===== config.mk =====
export PLATFORM = sky130hd
export DESIGN_NAME = ascf_port_flat
export DESIGN_NICKNAME = d
export VERILOG_FILES = /design/src/design/ascf_pkg.sv /design/src/design/ascf_link_if.sv /design/src/design/ascf_port.sv /design/src/flat_wrapper.sv
export VERILOG_INCLUDE_DIRS = /design/src /design/src/design
export SDC_FILE = /design/constraint.sdc
export NUM_CORES = 1
export LEC_CHECK = 0
export ABC_AREA = 1
export BUFFER_PORTS_ARGS = -buffer_cell sky130_fd_sc_hd__buf_4
export CORE_ASPECT_RATIO = 0.8
export CORE_MARGIN = 10
export CORE_UTILIZATION = 40
export DETAILED_ROUTE_END_ITERATION = 6
export PLACE_DENSITY = 0.57
export SYNTH_ARGS = -nofsm -noshare
export SYNTH_HDL_FRONTEND = slang
export SYNTH_SLANG_ARGS = --single-unit

===== constraint.sdc =====
create_clock -name CLK_SYS -period 4.45 [get_ports CLK_SYS]
set_input_delay 0.89 -clock CLK_SYS [delete_from_list [all_inputs] [get_ports CLK_SYS]]
set_output_delay 0.89 -clock CLK_SYS [all_outputs]
set_load 0.01 [all_outputs]

===== src/design/ascf_params.svh =====
// register offsets, field positions and timing counts of the serial port
`ifndef ASCF_PARAMS_SVH
`define ASCF_PARAMS_SVH
`define ASCF_ADDR_STATUS 3'h0
`define ASCF_ADDR_CTRL2 3'h1
`define ASCF_ADDR_DATA 3'h2
`define ASCF_ADDR_CTRL1 3'h3
`define ASCF_ADDR_IRQ_STAT 3'h4
`define ASCF_ADDR_IRQ_MASK 3'h5
`define ASCF_C2_TIE 7
`define ASCF_C2_TX_COMPLETE_IRQ_ENABLE 6
`define ASCF_C2_RIE 5
`define ASCF_C2_TE 3
`define ASCF_C2_RE 2
`define ASCF_C2_RWU 1
`define ASCF_C2_SBK 0
`define ASCF_C1_LOOP 0
`define ASCF_C1_WAKE 1
`define ASCF_C1_LONG_BREAK_SELECT 2
`define ASCF_C1_NINE 3
`define ASCF_S1_TX_BUFFER_EMPTY 7
`define ASCF_S1_TC 6
`define ASCF_S1_RX_BUFFER_FULL 5
`define ASCF_BAUD_DIV 16'h01b2
`define ASCF_C2_RESET 8'h00
`define ASCF_C1_RESET 8'h00
`endif


===== src/design/ascf_pkg.sv =====
// state types of the serial port transmitter and receiver
package ascf_pkg;
    typedef enum logic [1:0] {ASCF_TX_IDLE, ASCF_TX_DATA, ASCF_TX_BREAK,
        ASCF_TX_PREAMBLE} ascf_tx_state_t;
    typedef enum logic [1:0] {ASCF_RX_IDLE, ASCF_RX_SHIFT,
        ASCF_RX_DONE} ascf_rx_state_t;
endpackage : ascf_pkg


===== src/design/ascf_link_if.sv =====
// serial line pair between the port and the remote node
`timescale 1ns/1ns
interface ascf_link_if;
    logic port_txd;
    logic node_txd;
    modport port_end (output port_txd, input node_txd);
    modport node_end (input port_txd, output node_txd);
endinterface : ascf_link_if


===== src/design/ascf_port.sv =====
// serial port control, status flags, transmitter and receiver
// Operation
// - receiver_on enables receiver, else pin released
// - loop_mode releases receive pin regardless
// - standby request holds receiver awaiting wakeup
// - wakeup by idle line, or by address bit (stop bit in nine mode)
// - hardware clears standby request on wakeup
// - break_queue one then zero sends break
// - break repeats while set, 10/11/13/14 bits
// - a second break may slip in
// - status register read only, writes ignored
// - tx empty set at reset and on load
// - tx empty cleared by status read, data write
// - tx complete set when transmitter idle
// - tx complete cleared by read then action
// - rx full set on character arrival
// - rx full cleared by status read, data read
// - per-flag enables request interrupt
// - transmitter off then on queues preamble
`timescale 1ns/1ns
`include "ascf_params.svh"
module ascf_port #(
    parameter logic [15:0] BAUD_DIV = `ASCF_BAUD_DIV
) (
    // system
    input wire logic CLK_SYS,
    input wire logic RST,
    // register port
    input wire logic [2:0] ADDR,
    input wire logic [7:0] WDATA,
    input wire logic WR,
    input wire logic RD,
    output logic [7:0] RDATA,
    output logic IRQ,
    // receive pin handed to general port use
    output logic RX_PIN_RELEASED,
    // link
    ascf_link_if.port_end link
);
    // ****************************************
    // registers
    // ****************************************
    logic [7:0] ctrl2;
    logic [7:0] ctrl1;
    logic [7:0] tx_buf;
    logic [7:0] rx_buf;
    logic tx_buffer_empty, tc, rx_buffer_full;
    logic arm_tx_buffer_empty, arm_tc, arm_rx_buffer_full;
    logic [2:0] ev_stat, ev_mask;
    logic brk_pending, pre_pending;
    logic [15:0] baud_cnt;
    logic tick;
    logic rx_s1, rx_s2;
    ascf_pkg::ascf_tx_state_t tx_state;
    ascf_pkg::ascf_rx_state_t rx_state;
    logic [8:0] tx_sh;
    logic [3:0] tx_bits;
    logic [3:0] tx_len;
    logic txd;
    logic [3:0] rx_bits;
    logic [8:0] rx_sh;
    logic [3:0] idle_cnt;
    logic rx_prev;

    wire wr_stat = WR && ADDR == `ASCF_ADDR_STATUS;
    wire rd_stat = RD && ADDR == `ASCF_ADDR_STATUS;
    wire wr_c2 = WR && ADDR == `ASCF_ADDR_CTRL2;
    wire wr_data = WR && ADDR == `ASCF_ADDR_DATA;
    wire rd_data = RD && ADDR == `ASCF_ADDR_DATA;
    wire wr_c1 = WR && ADDR == `ASCF_ADDR_CTRL1;
    wire wr_istat = WR && ADDR == `ASCF_ADDR_IRQ_STAT;
    wire wr_imask = WR && ADDR == `ASCF_ADDR_IRQ_MASK;
    wire te = ctrl2[`ASCF_C2_TE];
    wire re = ctrl2[`ASCF_C2_RE];
    wire receiver_standby_request = ctrl2[`ASCF_C2_RWU];
    wire break_queue = ctrl2[`ASCF_C2_SBK];
    wire loop_mode = ctrl1[`ASCF_C1_LOOP];
    wire nine = ctrl1[`ASCF_C1_NINE];
    wire rx_active = re && !loop_mode;
    wire sbk_rise = wr_c2 && WDATA[`ASCF_C2_SBK] && !break_queue;
    wire sbk_fall = wr_c2 && !WDATA[`ASCF_C2_SBK] && break_queue;
    wire te_rise = wr_c2 && WDATA[`ASCF_C2_TE] && !te;
    wire tx_idle = tx_state == ascf_pkg::ASCF_TX_IDLE;
    wire tx_load = tick && tx_idle && te && !tx_buffer_empty && !brk_pending
        && !pre_pending;
    wire tx_fin = tick && !tx_idle && tx_bits == tx_len;
    wire rx_bit = loop_mode ? txd : rx_s2;
    wire [3:0] char_len = nine ? 4'd11 : 4'd10;
    wire [3:0] brk_len = ctrl1[`ASCF_C1_LONG_BREAK_SELECT] ? (nine ? 4'd14 : 4'd13)
        : (nine ? 4'd11 : 4'd10);
    // one sample per bit tick, late in the bit after the synchroniser
    wire rx_sample = tick;
    wire rx_done = rx_state == ascf_pkg::ASCF_RX_DONE;
    wire rx_msb = nine ? rx_sh[8] : rx_sh[7];
    wire wake_idle = receiver_standby_request && !ctrl1[`ASCF_C1_WAKE] && rx_state ==
        ascf_pkg::ASCF_RX_IDLE && idle_cnt == char_len && tick;
    wire wake_mark = receiver_standby_request && ctrl1[`ASCF_C1_WAKE] && rx_done && rx_msb;
    wire rx_store = rx_done && (!receiver_standby_request || wake_mark);
    wire [2:0] events = {rx_store, tx_fin && tx_state ==
        ascf_pkg::ASCF_TX_DATA, tx_load};
    wire [7:0] status = {tx_buffer_empty, tc, rx_buffer_full, 5'h00};
    wire [7:0] next_rdata = ADDR == `ASCF_ADDR_STATUS ? status :
        ADDR == `ASCF_ADDR_CTRL2 ? ctrl2 : ADDR == `ASCF_ADDR_DATA ? rx_buf
        : ADDR == `ASCF_ADDR_CTRL1 ? ctrl1 : ADDR == `ASCF_ADDR_IRQ_STAT ?
        {5'h00, ev_stat} : ADDR == `ASCF_ADDR_IRQ_MASK ? {5'h00, ev_mask}
        : 8'h00;
    wire flag_irq = (tx_buffer_empty && ctrl2[`ASCF_C2_TIE]) || (tc &&
        ctrl2[`ASCF_C2_TX_COMPLETE_IRQ_ENABLE]) || (rx_buffer_full && ctrl2[`ASCF_C2_RIE]);
    wire next_irq = flag_irq || |(ev_stat & ev_mask);

    // ****************************************
    // bus and control
    // ****************************************
    always_ff @(posedge CLK_SYS or posedge RST) begin
        if (RST) begin
            ctrl2 <= `ASCF_C2_RESET;
            ctrl1 <= `ASCF_C1_RESET;
            tx_buf <= 8'h00;
            RDATA <= 8'h00;
            IRQ <= 1'b0;
            ev_stat <= 3'h0;
            ev_mask <= 3'h0;
            RX_PIN_RELEASED <= 1'b1;
        end else begin
            if (wr_c2) ctrl2 <= WDATA;
            if (wake_idle || wake_mark) ctrl2[`ASCF_C2_RWU] <= 1'b0;
            if (wr_c1) ctrl1 <= WDATA;
            if (wr_data) tx_buf <= WDATA;
            if (wr_imask) ev_mask <= WDATA[2:0];
            ev_stat <= (ev_stat & ~(wr_istat ? WDATA[2:0] : 3'h0)) | events;
            RDATA <= RD ? next_rdata : 8'h00;
            IRQ <= next_irq;
            RX_PIN_RELEASED <= !rx_active;
        end
    end

    // ****************************************
    // status flags
    // ****************************************
    always_ff @(posedge CLK_SYS or posedge RST) begin
        if (RST) begin
            tx_buffer_empty <= 1'b1;
            tc <= 1'b1;
            rx_buffer_full <= 1'b0;
            arm_tx_buffer_empty <= 1'b0;
            arm_tc <= 1'b0;
            arm_rx_buffer_full <= 1'b0;
            brk_pending <= 1'b0;
            pre_pending <= 1'b0;
        end else begin
            // status writes fall through: no flag reacts
            if (rd_stat) begin
                arm_tx_buffer_empty <= tx_buffer_empty;
                arm_tc <= tc;
                arm_rx_buffer_full <= rx_buffer_full;
            end
            if (tx_load) tx_buffer_empty <= 1'b1;
            else if (wr_data && arm_tx_buffer_empty) tx_buffer_empty <= 1'b0;
            if (wr_data) arm_tx_buffer_empty <= 1'b0;
            if (tx_idle && tx_buffer_empty && !brk_pending && !pre_pending && !break_queue)
                tc <= 1'b1;
            else if (!tx_idle || tx_load) tc <= 1'b0;
            if (arm_tc && (wr_data || te_rise || sbk_rise)) begin
                tc <= 1'b0;
                arm_tc <= 1'b0;
            end
            if (rx_store) rx_buffer_full <= 1'b1;
            else if (rd_data && arm_rx_buffer_full) rx_buffer_full <= 1'b0;
            if (rd_data) arm_rx_buffer_full <= 1'b0;
            if (sbk_fall || (break_queue && tx_fin)) brk_pending <= 1'b1;
            else if (tick && tx_idle && brk_pending) brk_pending <= 1'b0;
            if (te_rise) pre_pending <= 1'b1;
            else if (tick && tx_idle && pre_pending && !brk_pending && te)
                pre_pending <= 1'b0;
        end
    end

    // ****************************************
    // bit clock and transmitter
    // ****************************************
    always_ff @(posedge CLK_SYS or posedge RST) begin
        if (RST) begin
            baud_cnt <= 16'h0000;
            tick <= 1'b0;
        end else begin
            tick <= baud_cnt == 16'h0000;
            baud_cnt <= baud_cnt == 16'h0000 ? BAUD_DIV - 16'h0001
                : baud_cnt - 16'h0001;
        end
    end

    always_ff @(posedge CLK_SYS or posedge RST) begin
        if (RST) begin
            tx_state <= ascf_pkg::ASCF_TX_IDLE;
            tx_sh <= 9'h1ff;
            tx_bits <= 4'h0;
            tx_len <= 4'h0;
            txd <= 1'b1;
        end else if (tick) begin
            case (tx_state)
                ascf_pkg::ASCF_TX_IDLE: begin
                    txd <= 1'b1;
                    tx_bits <= 4'h1;
                    if (brk_pending) begin
                        tx_state <= ascf_pkg::ASCF_TX_BREAK;
                        tx_len <= brk_len;
                        txd <= 1'b0;
                    end else if (pre_pending && te) begin
                        tx_state <= ascf_pkg::ASCF_TX_PREAMBLE;
                        tx_len <= char_len;
                    end else if (tx_load) begin
                        tx_state <= ascf_pkg::ASCF_TX_DATA;
                        tx_len <= char_len;
                        tx_sh <= {1'b1, tx_buf};
                        txd <= 1'b0;
                    end
                end
                ascf_pkg::ASCF_TX_DATA: begin
                    txd <= tx_sh[0];
                    tx_sh <= {1'b1, tx_sh[8:1]};
                    tx_bits <= tx_bits + 4'h1;
                    if (tx_fin) tx_state <= ascf_pkg::ASCF_TX_IDLE;
                end
                ascf_pkg::ASCF_TX_BREAK, ascf_pkg::ASCF_TX_PREAMBLE: begin
                    tx_bits <= tx_bits + 4'h1;
                    if (tx_fin) begin
                        tx_state <= ascf_pkg::ASCF_TX_IDLE;
                        txd <= 1'b1;
                    end
                end
                default: tx_state <= ascf_pkg::ASCF_TX_IDLE;
            endcase
        end
    end
    assign link.port_txd = txd;

    // ****************************************
    // receiver
    // ****************************************
    always_ff @(posedge CLK_SYS or posedge RST) begin
        if (RST) begin
            rx_s1 <= 1'b1;
            rx_s2 <= 1'b1;
            rx_prev <= 1'b1;
            rx_state <= ascf_pkg::ASCF_RX_IDLE;
            rx_bits <= 4'h0;
            rx_sh <= 9'h000;
            rx_buf <= 8'h00;
            idle_cnt <= 4'h0;
        end else begin
            rx_s1 <= link.node_txd;
            rx_s2 <= rx_s1;
            if (rx_store) rx_buf <= rx_sh[7:0];
            case (rx_state)
                ascf_pkg::ASCF_RX_IDLE: begin
                    rx_bits <= 4'h0;
                    if (tick) begin
                        rx_prev <= rx_bit;
                        if (rx_bit && idle_cnt != char_len)
                            idle_cnt <= idle_cnt + 4'h1;
                    end
                    if (tick && rx_active && rx_prev && !rx_bit) begin
                        rx_state <= ascf_pkg::ASCF_RX_SHIFT;
                        idle_cnt <= 4'h0;
                    end
                end
                ascf_pkg::ASCF_RX_SHIFT: begin
                    if (rx_sample) begin
                        rx_sh <= {rx_bit, rx_sh[8:1]};
                        rx_bits <= rx_bits + 4'h1;
                        if (rx_bits == (nine ? 4'h9 : 4'h8))
                            rx_state <= ascf_pkg::ASCF_RX_DONE;
                    end
                end
                ascf_pkg::ASCF_RX_DONE: begin
                    rx_state <= ascf_pkg::ASCF_RX_IDLE;
                    rx_prev <= 1'b0;
                end
                default: rx_state <= ascf_pkg::ASCF_RX_IDLE;
            endcase
        end
    end
endmodule : ascf_port


===== src/flat_wrapper.sv =====
// flat-port wrapper written by rule: the top's interface ports become plain ports
module ascf_port_flat 
#(
    parameter logic [15:0] BAUD_DIV = `ASCF_BAUD_DIV
)
  (CLK_SYS, RST, ADDR, WDATA, WR, RD, RDATA, IRQ, RX_PIN_RELEASED, link_port_txd, link_node_txd);
  ascf_link_if link_i ();
  input wire logic CLK_SYS;
  input wire logic RST;
  input wire logic [2:0] ADDR;
  input wire logic [7:0] WDATA;
  input wire logic WR;
  input wire logic RD;
  output logic [7:0] RDATA;
  output logic IRQ;
  output logic RX_PIN_RELEASED;
  output wire logic [$bits(link_i.port_txd)-1:0] link_port_txd;
  input wire logic [$bits(link_i.node_txd)-1:0] link_node_txd;
  assign link_port_txd = link_i.port_txd;
  assign link_i.node_txd = link_node_txd;
  ascf_port #(.BAUD_DIV(BAUD_DIV)) u_core (.CLK_SYS(CLK_SYS), .RST(RST), .ADDR(ADDR), .WDATA(WDATA), .WR(WR), .RD(RD), .RDATA(RDATA), .IRQ(IRQ), .RX_PIN_RELEASED(RX_PIN_RELEASED), .link(link_i));
endmodule

==> results.sh, run 1 <==
export IMPL_status="complete, no violations"
export IMPL_cpLargestDelayFamily="flip-flops"
export IMPL_synth_area_leaders="dfrtp_1 (45%), nand2_1 (11%), dfstp_2 (7.2%)"
export IMPL_ys_types=42
export IMPL_layout_nets=680
export IMPL_io_pin_count=27
export IMPL_rsz0062_at_grt="false"
export IMPL_synth_edf_count=0
export IMPL_synth_seq_area_share=0.526
export IMPL_drc=0
export IMPL_fin_crit_ns=1.94
export IMPL_path_class="register to output port"
export IMPL_detail_route_antenna_nets=0
export IMPL_antenna_found_initial=0
export IMPL_antenna_cells=0
export IMPL_critPathSlowestCell="dfstp_2"
export IMPL_syn_area_sq_um=5460
export IMPL_core_area_sq_um=13500
export IMPL_holdWs_ns=0.364
export IMPL_vias=4212
export IMPL_worst_path_max_fanout=2
export IMPL_htreeDepth=4
export IMPL_grt_pass1_wl_um=21700
export IMPL_synth_main_ff_cell="dfrtp_1"
export IMPL_cts_tree="built"
export IMPL_tightest_slew_ns=1.03
export IMPL_port_buffers=26
export IMPL_finalMaxSlewViolations=0
export IMPL_grt_pass1_vias=4210
export IMPL_arrival_ns=1.05
export IMPL_maxClockFrequency_mhz=515
export IMPL_post_dp_hpwl_um=9330
export IMPL_drv_cap=0
export IMPL_grt_ovfl_total=0
export IMPL_drive_gt1_frac=0.203
export IMPL_cp_start_kind="register"
export IMPL_cts_root_buf="clkbuf_16"
export IMPL_grtUsageTotal=0.144
export IMPL_hp_class="register to register"
export IMPL_yosysWarnings=0
export IMPL_drt_iter0_drc=287
export IMPL_setup_viol=0
export IMPL_worstSkewPairLatency_ns=0.41
export IMPL_fin_crit_sh=0.436
export IMPL_clk_pin_slew_ns=0.05
export IMPL_num_rows=38
export IMPL_grt_max_degree=84
export IMPL_syn_to_final_growth_pct=18.8
export IMPL_leakage_nw=3.18
export IMPL_required_ns=3.56
export IMPL_die_w_um=151
export IMPL_nFillCells=1286
export IMPL_worstReg2RegStart="u_core.rx_sample$_DFF_PP0_"
export IMPL_syn_num_nets=644
export IMPL_path_cells="buf_4"
export IMPL_relSlewSlack=0.314
export IMPL_ctsResizeCount=0
export IMPL_cts_hold_buf=0
export IMPL_synth_top_area_share=0.454
export IMPL_cts_buffer_depth=2
export IMPL_initial_core_util=0.406
export IMPL_hold_violations=0
export IMPL_synthArstFlopShare=1.00
export IMPL_powerDensity_nw_per_um2=451
export IMPL_wl_um=12800
export IMPL_end_kind="output port"
export IMPL_wl_per_cell_um=15.0
export IMPL_cts_made_buffers=17
export IMPL_cts_sinks=114
export IMPL_clock_skew_ns=0.0109
export IMPL_firstDrtPassIters=5
export IMPL_gp_congestion=0.849
export IMPL_dieArea_sq_um=18700
export IMPL_crit_start="u_core.link.port_txd$_DFFE_PP1P_"
export IMPL_fin_tns_setup_ns=0
export IMPL_die_h_um=124
export IMPL_post_cts_repair_setup_buffers=0
export IMPL_synth_cells=622
export IMPL_syn_avg_cell_area_sq_um=8.78
export IMPL_critPathMaxStageDelay_ns=0.54
export IMPL_path_buf_inv=1
export IMPL_avgViaCountPerCell=4.95
export IMPL_yosysTopAreaCell="dfrtp_1"
export IMPL_max_vdd_ir_drop_mv=0.327
export IMPL_min_delay_start="u_core.rx_s1$_DFF_PP1_"
export IMPL_ys_ff_latch=114
==> placed cells by master, fill, tap and decap left out, types with 2 or more instances in the layout <==
cell / synthesis / routed
a21oi_1: 31 / 31
a22oi_1: 3 / 3
buf_4: 2 / 28
bufinv_16: 0 / 5
clkbuf_1: 1 / 2
clkbuf_16: 0 / 17
clkbuf_8: 0 / 5
dfrtp_1: 99 / 99
dfstp_2: 15 / 15
ha_1: 6 / 6
inv_1: 61 / 60
inv_2: 12 / 12
inv_4: 1 / 2
mux2i_1: 7 / 7
nand2_1: 155 / 155
nand2_2: 6 / 6
nand2_4: 4 / 4
nand3_1: 33 / 33
nand3b_1: 2 / 2
nand4_1: 7 / 7
nor2_1: 50 / 50
nor2_2: 8 / 8
nor2_8: 2 / 2
nor3_1: 4 / 4
nor3_4: 2 / 2
o211ai_1: 3 / 3
o21ai_0: 20 / 20
o21ai_1: 36 / 36
o21ai_2: 24 / 24
xnor2_1: 2 / 2
xor2_1: 6 / 6
==> power by group <==
group	switching [mW]	total [mW]	internal, mW	leakage [nW]
registers	0.0658	1.18	1.12	1.44
clock network	0.463	1.53	1.07	0.327
logic	0.132	0.213	0.0803	1.41
total	0.661	2.93	2.27	3.18
==> registers in the layout, indices dropped and copies added, names as in the netlist, 4 cells and up <==
signal / flops
u_core.tx_bits: 4
u_core.ctrl1: 8
u_core.RDATA: 8
u_core.rx_bits: 4
u_core.idle_cnt: 4
u_core.ctrl2: 8
u_core.rx_sh: 9
u_core.tx_sh: 8
u_core.tx_buf: 8
u_core.rx_buf: 8
u_core.baud_cnt: 16
u_core.tx_len: 4
==> synthesized netlist by cell type, types with 2 or more instances <==
cell type	n
nand2_1	155
dfrtp_1	99
inv_1	61
nor2_1	50
o21ai_1	36
nand3_1	33
a21oi_1	31
o21ai_2	24
o21ai_0	20
dfstp_2	15
inv_2	12
nor2_2	8
mux2i_1	7
nand4_1	7
ha_1	6
nand2_2	6
xor2_1	6
buf_2	4
buf_6	4
nand2_4	4
nor3_1	4
a22oi_1	3
o211ai_1	3
buf_4	2
nand3b_1	2
nor2_8	2
nor3_4	2
xnor2_1	2
==> worst reg2reg max path, cell delays in order (launching register included) <==
cell and delay (ns):
dfrtp_1 0.53, nand2_1 0.55, nand2_1 0.23, a21oi_1 0.19
a21oi_1 0.05
==> area by class of cell <==
cell class                      count  area, sq um  share of cell area
Clock buffer                       24          502              0.0774
Clock inverter                      8          171              0.0264
Inverter                           74          283              0.0436
Multi-Input combinational cell    423         2220               0.343
Sequential cell                   114         2870               0.443
Tap cell                          180          225              0.0347
Timing Repair Buffer               28          210              0.0324
==> cell families (layout without fill, tap and decap cells) <==
family,Yosys count,in the layout,share of synthesized area
adder cells (fa/ha/maj),6,6,0.0138
XOR/XNOR,8,8,0.0128
flip-flops,114,114,0.526
AND/OR/NAND/NOR,280,280,0.235
AO/OA/AOI/OAI,122,122,0.133
multiplexers,7,7,0.0128
buffers and inverters,85,134,0.0667
==> metrics by stage <==
| stage | worst slack [ns] | power [mW] | util | instance area [sq um] | std cells |
|---|---|---|---|---|---|
| 2_1_floorplan | 0.569 | 1.32 | - | 5460 | 622 |
| 3_3_place_gp | 2.29 | 1.41 | 0.432 | 5810 | 819 |
| 3_5_place_dp | 2.27 | 1.41 | 0.432 | 5810 | 819 |
| 4_1_cts | 2.49 | 2.96 | 0.482 | 6490 | 851 |
| 5_1_grt | 2.47 | 3.05 | 0.482 | 6490 | 851 |
| 6_report | 2.51 | 2.93 | 0.482 | 6490 | 851 |
==> path summary, 6_finish.rpt <==
check                                              endpoint  slack (ns)  cells past startpoint
setup / recovery                              link_port_txd        2.51                      1
hold / removal                       u_core.rx_s2$_DFF_PP1_        0.36                      0
setup reg to reg              u_core.rx_bits[2]$_DFFE_PP0P_        2.79                      4
hold reg to reg                      u_core.rx_s2$_DFF_PP1_        0.36                      0
max in group asynchronous  u_core.link.port_txd$_DFFE_PP1P_        2.81                      3
min in group asynchronous         u_core.RDATA[6]$_DFF_PP0_        0.73                      2
==> routing by layer <==
layer,routed length (um),global-route usage,vias up
li1,-,-,2107
met1,6610,0.207,2024
met2,5490,0.203,72
met3,529,0.0490,9
met4,139,0.0288,0
met5,0,0,-
No activity file was read; power rests on OpenSTA's default activity.
==> run 2: changes to the inputs <==
==> constraint.sdc (replaced) <==
create_clock -name CLK_SYS -period 1.93 [get_ports CLK_SYS]
set_input_delay 0.386 -clock CLK_SYS [delete_from_list [all_inputs] [get_ports CLK_SYS]]
set_output_delay 0.386 -clock CLK_SYS [all_outputs]
set_load 0.01 [all_outputs]
==> run 2 against run 1 <==
  * Cell count up 0.24%
  * Largest power group unchanged
  * Critical path depth up 7
  * Non-clock buffer count up 2
==> results.sh, run 2 (same netlist as run 1, synthesis figures left out) <==
export IMPL_status="complete, no violations"
export IMPL_post_dp_hpwl_um=8840
export IMPL_cts_buffer_depth=2
export IMPL_cts_root_buf="clkbuf_16"
export IMPL_ctsResizeCount=0
export IMPL_grtUsageTotal=0.138
export IMPL_antenna_found_initial=0
export IMPL_antenna_cells=0
export IMPL_largest_register="u_core.baud_cnt"
export IMPL_gp_congestion=0.854
export IMPL_placed_cells=821
export IMPL_clock_skew_ns=0.0126
export IMPL_dp_slack_ns=0.386
export IMPL_port_buffers=26
export IMPL_reg_top3="u_core.baud_cnt (16), u_core.rx_sh (9)"
export IMPL_grt_pass1_vias=4098
export IMPL_post_cts_repair_setup_buffers=0
export IMPL_drv_cap=0
export IMPL_setup_ws_ns=0.367
export IMPL_cts_made_buffers=17
export IMPL_hold_violations=0
export IMPL_min_delay_start="link_node_txd"
export IMPL_vias=4228
export IMPL_reg2reg_to="u_core.baud_cnt[13]$_DFF_PP0_"
export IMPL_worstReg2RegStart="u_core.baud_cnt[5]$_DFF_PP0_"
export IMPL_dieArea_sq_um=18700
export IMPL_clk_pin_slew_ns=0.05
export IMPL_arrival_ns=1.86
export IMPL_cts_tree="built"
export IMPL_grt_pass1_wl_um=20900
export IMPL_final_cell_mix="nand2_1 (155), dfrtp_1 (99), inv_1 (60)"
export IMPL_largest_reg_flops=16
export IMPL_num_rows=38
export IMPL_holdWs_ns=0.0852
export IMPL_detail_route_antenna_nets=0
export IMPL_io_pin_count=27
export IMPL_die_h_um=124
export IMPL_leakage_nw=3.14
export IMPL_required_ns=2.22
export IMPL_grt_max_degree=115
export IMPL_fin_crit_ns=1.56
export IMPL_layout_nets=682
export IMPL_grt_ovfl_total=0
export IMPL_rsz0062_at_grt="false"
export IMPL_cts_sinks=114
export IMPL_wl_um=12300
export IMPL_instances_no_fill=853
export IMPL_tightest_slew_ns=0.621
export IMPL_cp_start_kind="register"
export IMPL_syn_to_final_growth_pct=17.8
export IMPL_max_vdd_ir_drop_mv=0.630
export IMPL_end_kind="register"
export IMPL_setup_viol=0
export IMPL_initial_core_util=0.406
export IMPL_layout_commonest_cell="nand2_1"
export IMPL_holdPathStages=1
export IMPL_powerDensity_nw_per_um2=983
export IMPL_wl_per_cell_um=14.4
export IMPL_drc=0
export IMPL_worst_path_max_fanout=9
export IMPL_rr_worst_depth=8
export IMPL_avgViaCountPerCell=4.96
export IMPL_cts_hold_buf=0
export IMPL_drive_gt1_frac=0.204
export IMPL_finalMaxSlewViolations=0
export IMPL_fin_crit_sh=0.810
export IMPL_die_w_um=151
export IMPL_drt_iter0_drc=324
export IMPL_htreeDepth=4
export IMPL_reg2reg_slack_ns=0.37
export IMPL_fin_tns_setup_ns=0
export IMPL_maxClockFrequency_mhz=640
export IMPL_firstDrtPassIters=5
export IMPL_worstSkewPairLatency_ns=0.41
export IMPL_core_area_sq_um=13500
export IMPL_hold_end="u_core.rx_s1$_DFF_PP1_"
export IMPL_relSlewSlack=0.586
export IMPL_path_class="register to register"
export IMPL_hp_class="input pin to register"
run 2: cell types whose count changed in the layout (fill, tap and decap cells not counted), sizes merged:
cell / delta
inv: -1
buf: +2
clkinvlp: +3
clkbuf: -3
bufinv: -2
clkinv: +3
run 2: layout make-up:
cell class / instances / area [sq um]
Clock inverter: 11 / 138
Fill cell: 1272 / 7030
Sequential cell: 114 / 2870
Inverter: 74 / 284
Tap cell: 180 / 225
Timing Repair Buffer: 30 / 238
Clock buffer: 21 / 450
Multi-Input combinational cell: 423 / 2220
run 2: where the power goes:
group          leakage [nW]  total (mW)  internal [mW]  switching, mW
logic                  1.42       0.486          0.188          0.298
registers              1.44        2.72           2.58          0.144
clock network         0.283        3.11           2.05           1.07
total                  3.14        6.32           4.81           1.51
run 2: worst max-delay path, stage by stage, from the launching register on:
cell	delay [ns]
dfrtp_1	0.41
nor2_1	0.17
inv_2	0.06
nor2_2	0.13
nand2_1	0.13
nor3_4	0.26
inv_2	0.16
nand2_1	0.09
nor2_1	0.04
run 2: worst max-delay path by stage:
| stage | depth (start not counted) | from | slack, ns | to |
|---|---|---|---|---|
| after floorplan | 1 | RST | 0.17 | u_core.IRQ$_DFF_PP0_ |
| after global placement | 8 | ADDR[1] | 0.40 | u_core.brk_pending$_DFFE_PP0P_ |
| after detailed placement | 7 | u_core.baud_cnt[0]$_DFF_PP0_ | 0.39 | u_core.baud_cnt[12]$_DFF_PP0_ |
| after CTS | 7 | u_core.baud_cnt[0]$_DFF_PP0_ | 0.36 | u_core.baud_cnt[3]$_DFF_PP0_ |
| after global routing | 7 | u_core.baud_cnt[0]$_DFF_PP0_ | 0.18 | u_core.baud_cnt[12]$_DFF_PP0_ |
| final | 8 | u_core.baud_cnt[5]$_DFF_PP0_ | 0.37 | u_core.baud_cnt[13]$_DFF_PP0_ |
run 2: through the flow:
step / instance area (sq um) / utilization / power [mW]
2_1_floorplan: 5460 / - / 3.06
3_3_place_gp: 5840 / 0.434 / 3.24
3_5_place_dp: 5840 / 0.434 / 3.26
4_1_cts: 6430 / 0.478 / 6.40
5_1_grt: 6430 / 0.478 / 6.60
6_report: 6430 / 0.478 / 6.32
run 2: layer usage:
layer / track usage / wire length [um] / vias up
li1: - / - / 2106
met1: 0.188 / 6060 / 2028
met2: 0.207 / 5590 / 80
met3: 0.0418 / 468 / 14
met4: 0.0413 / 137 / 0
met5: 0 / 0 / -
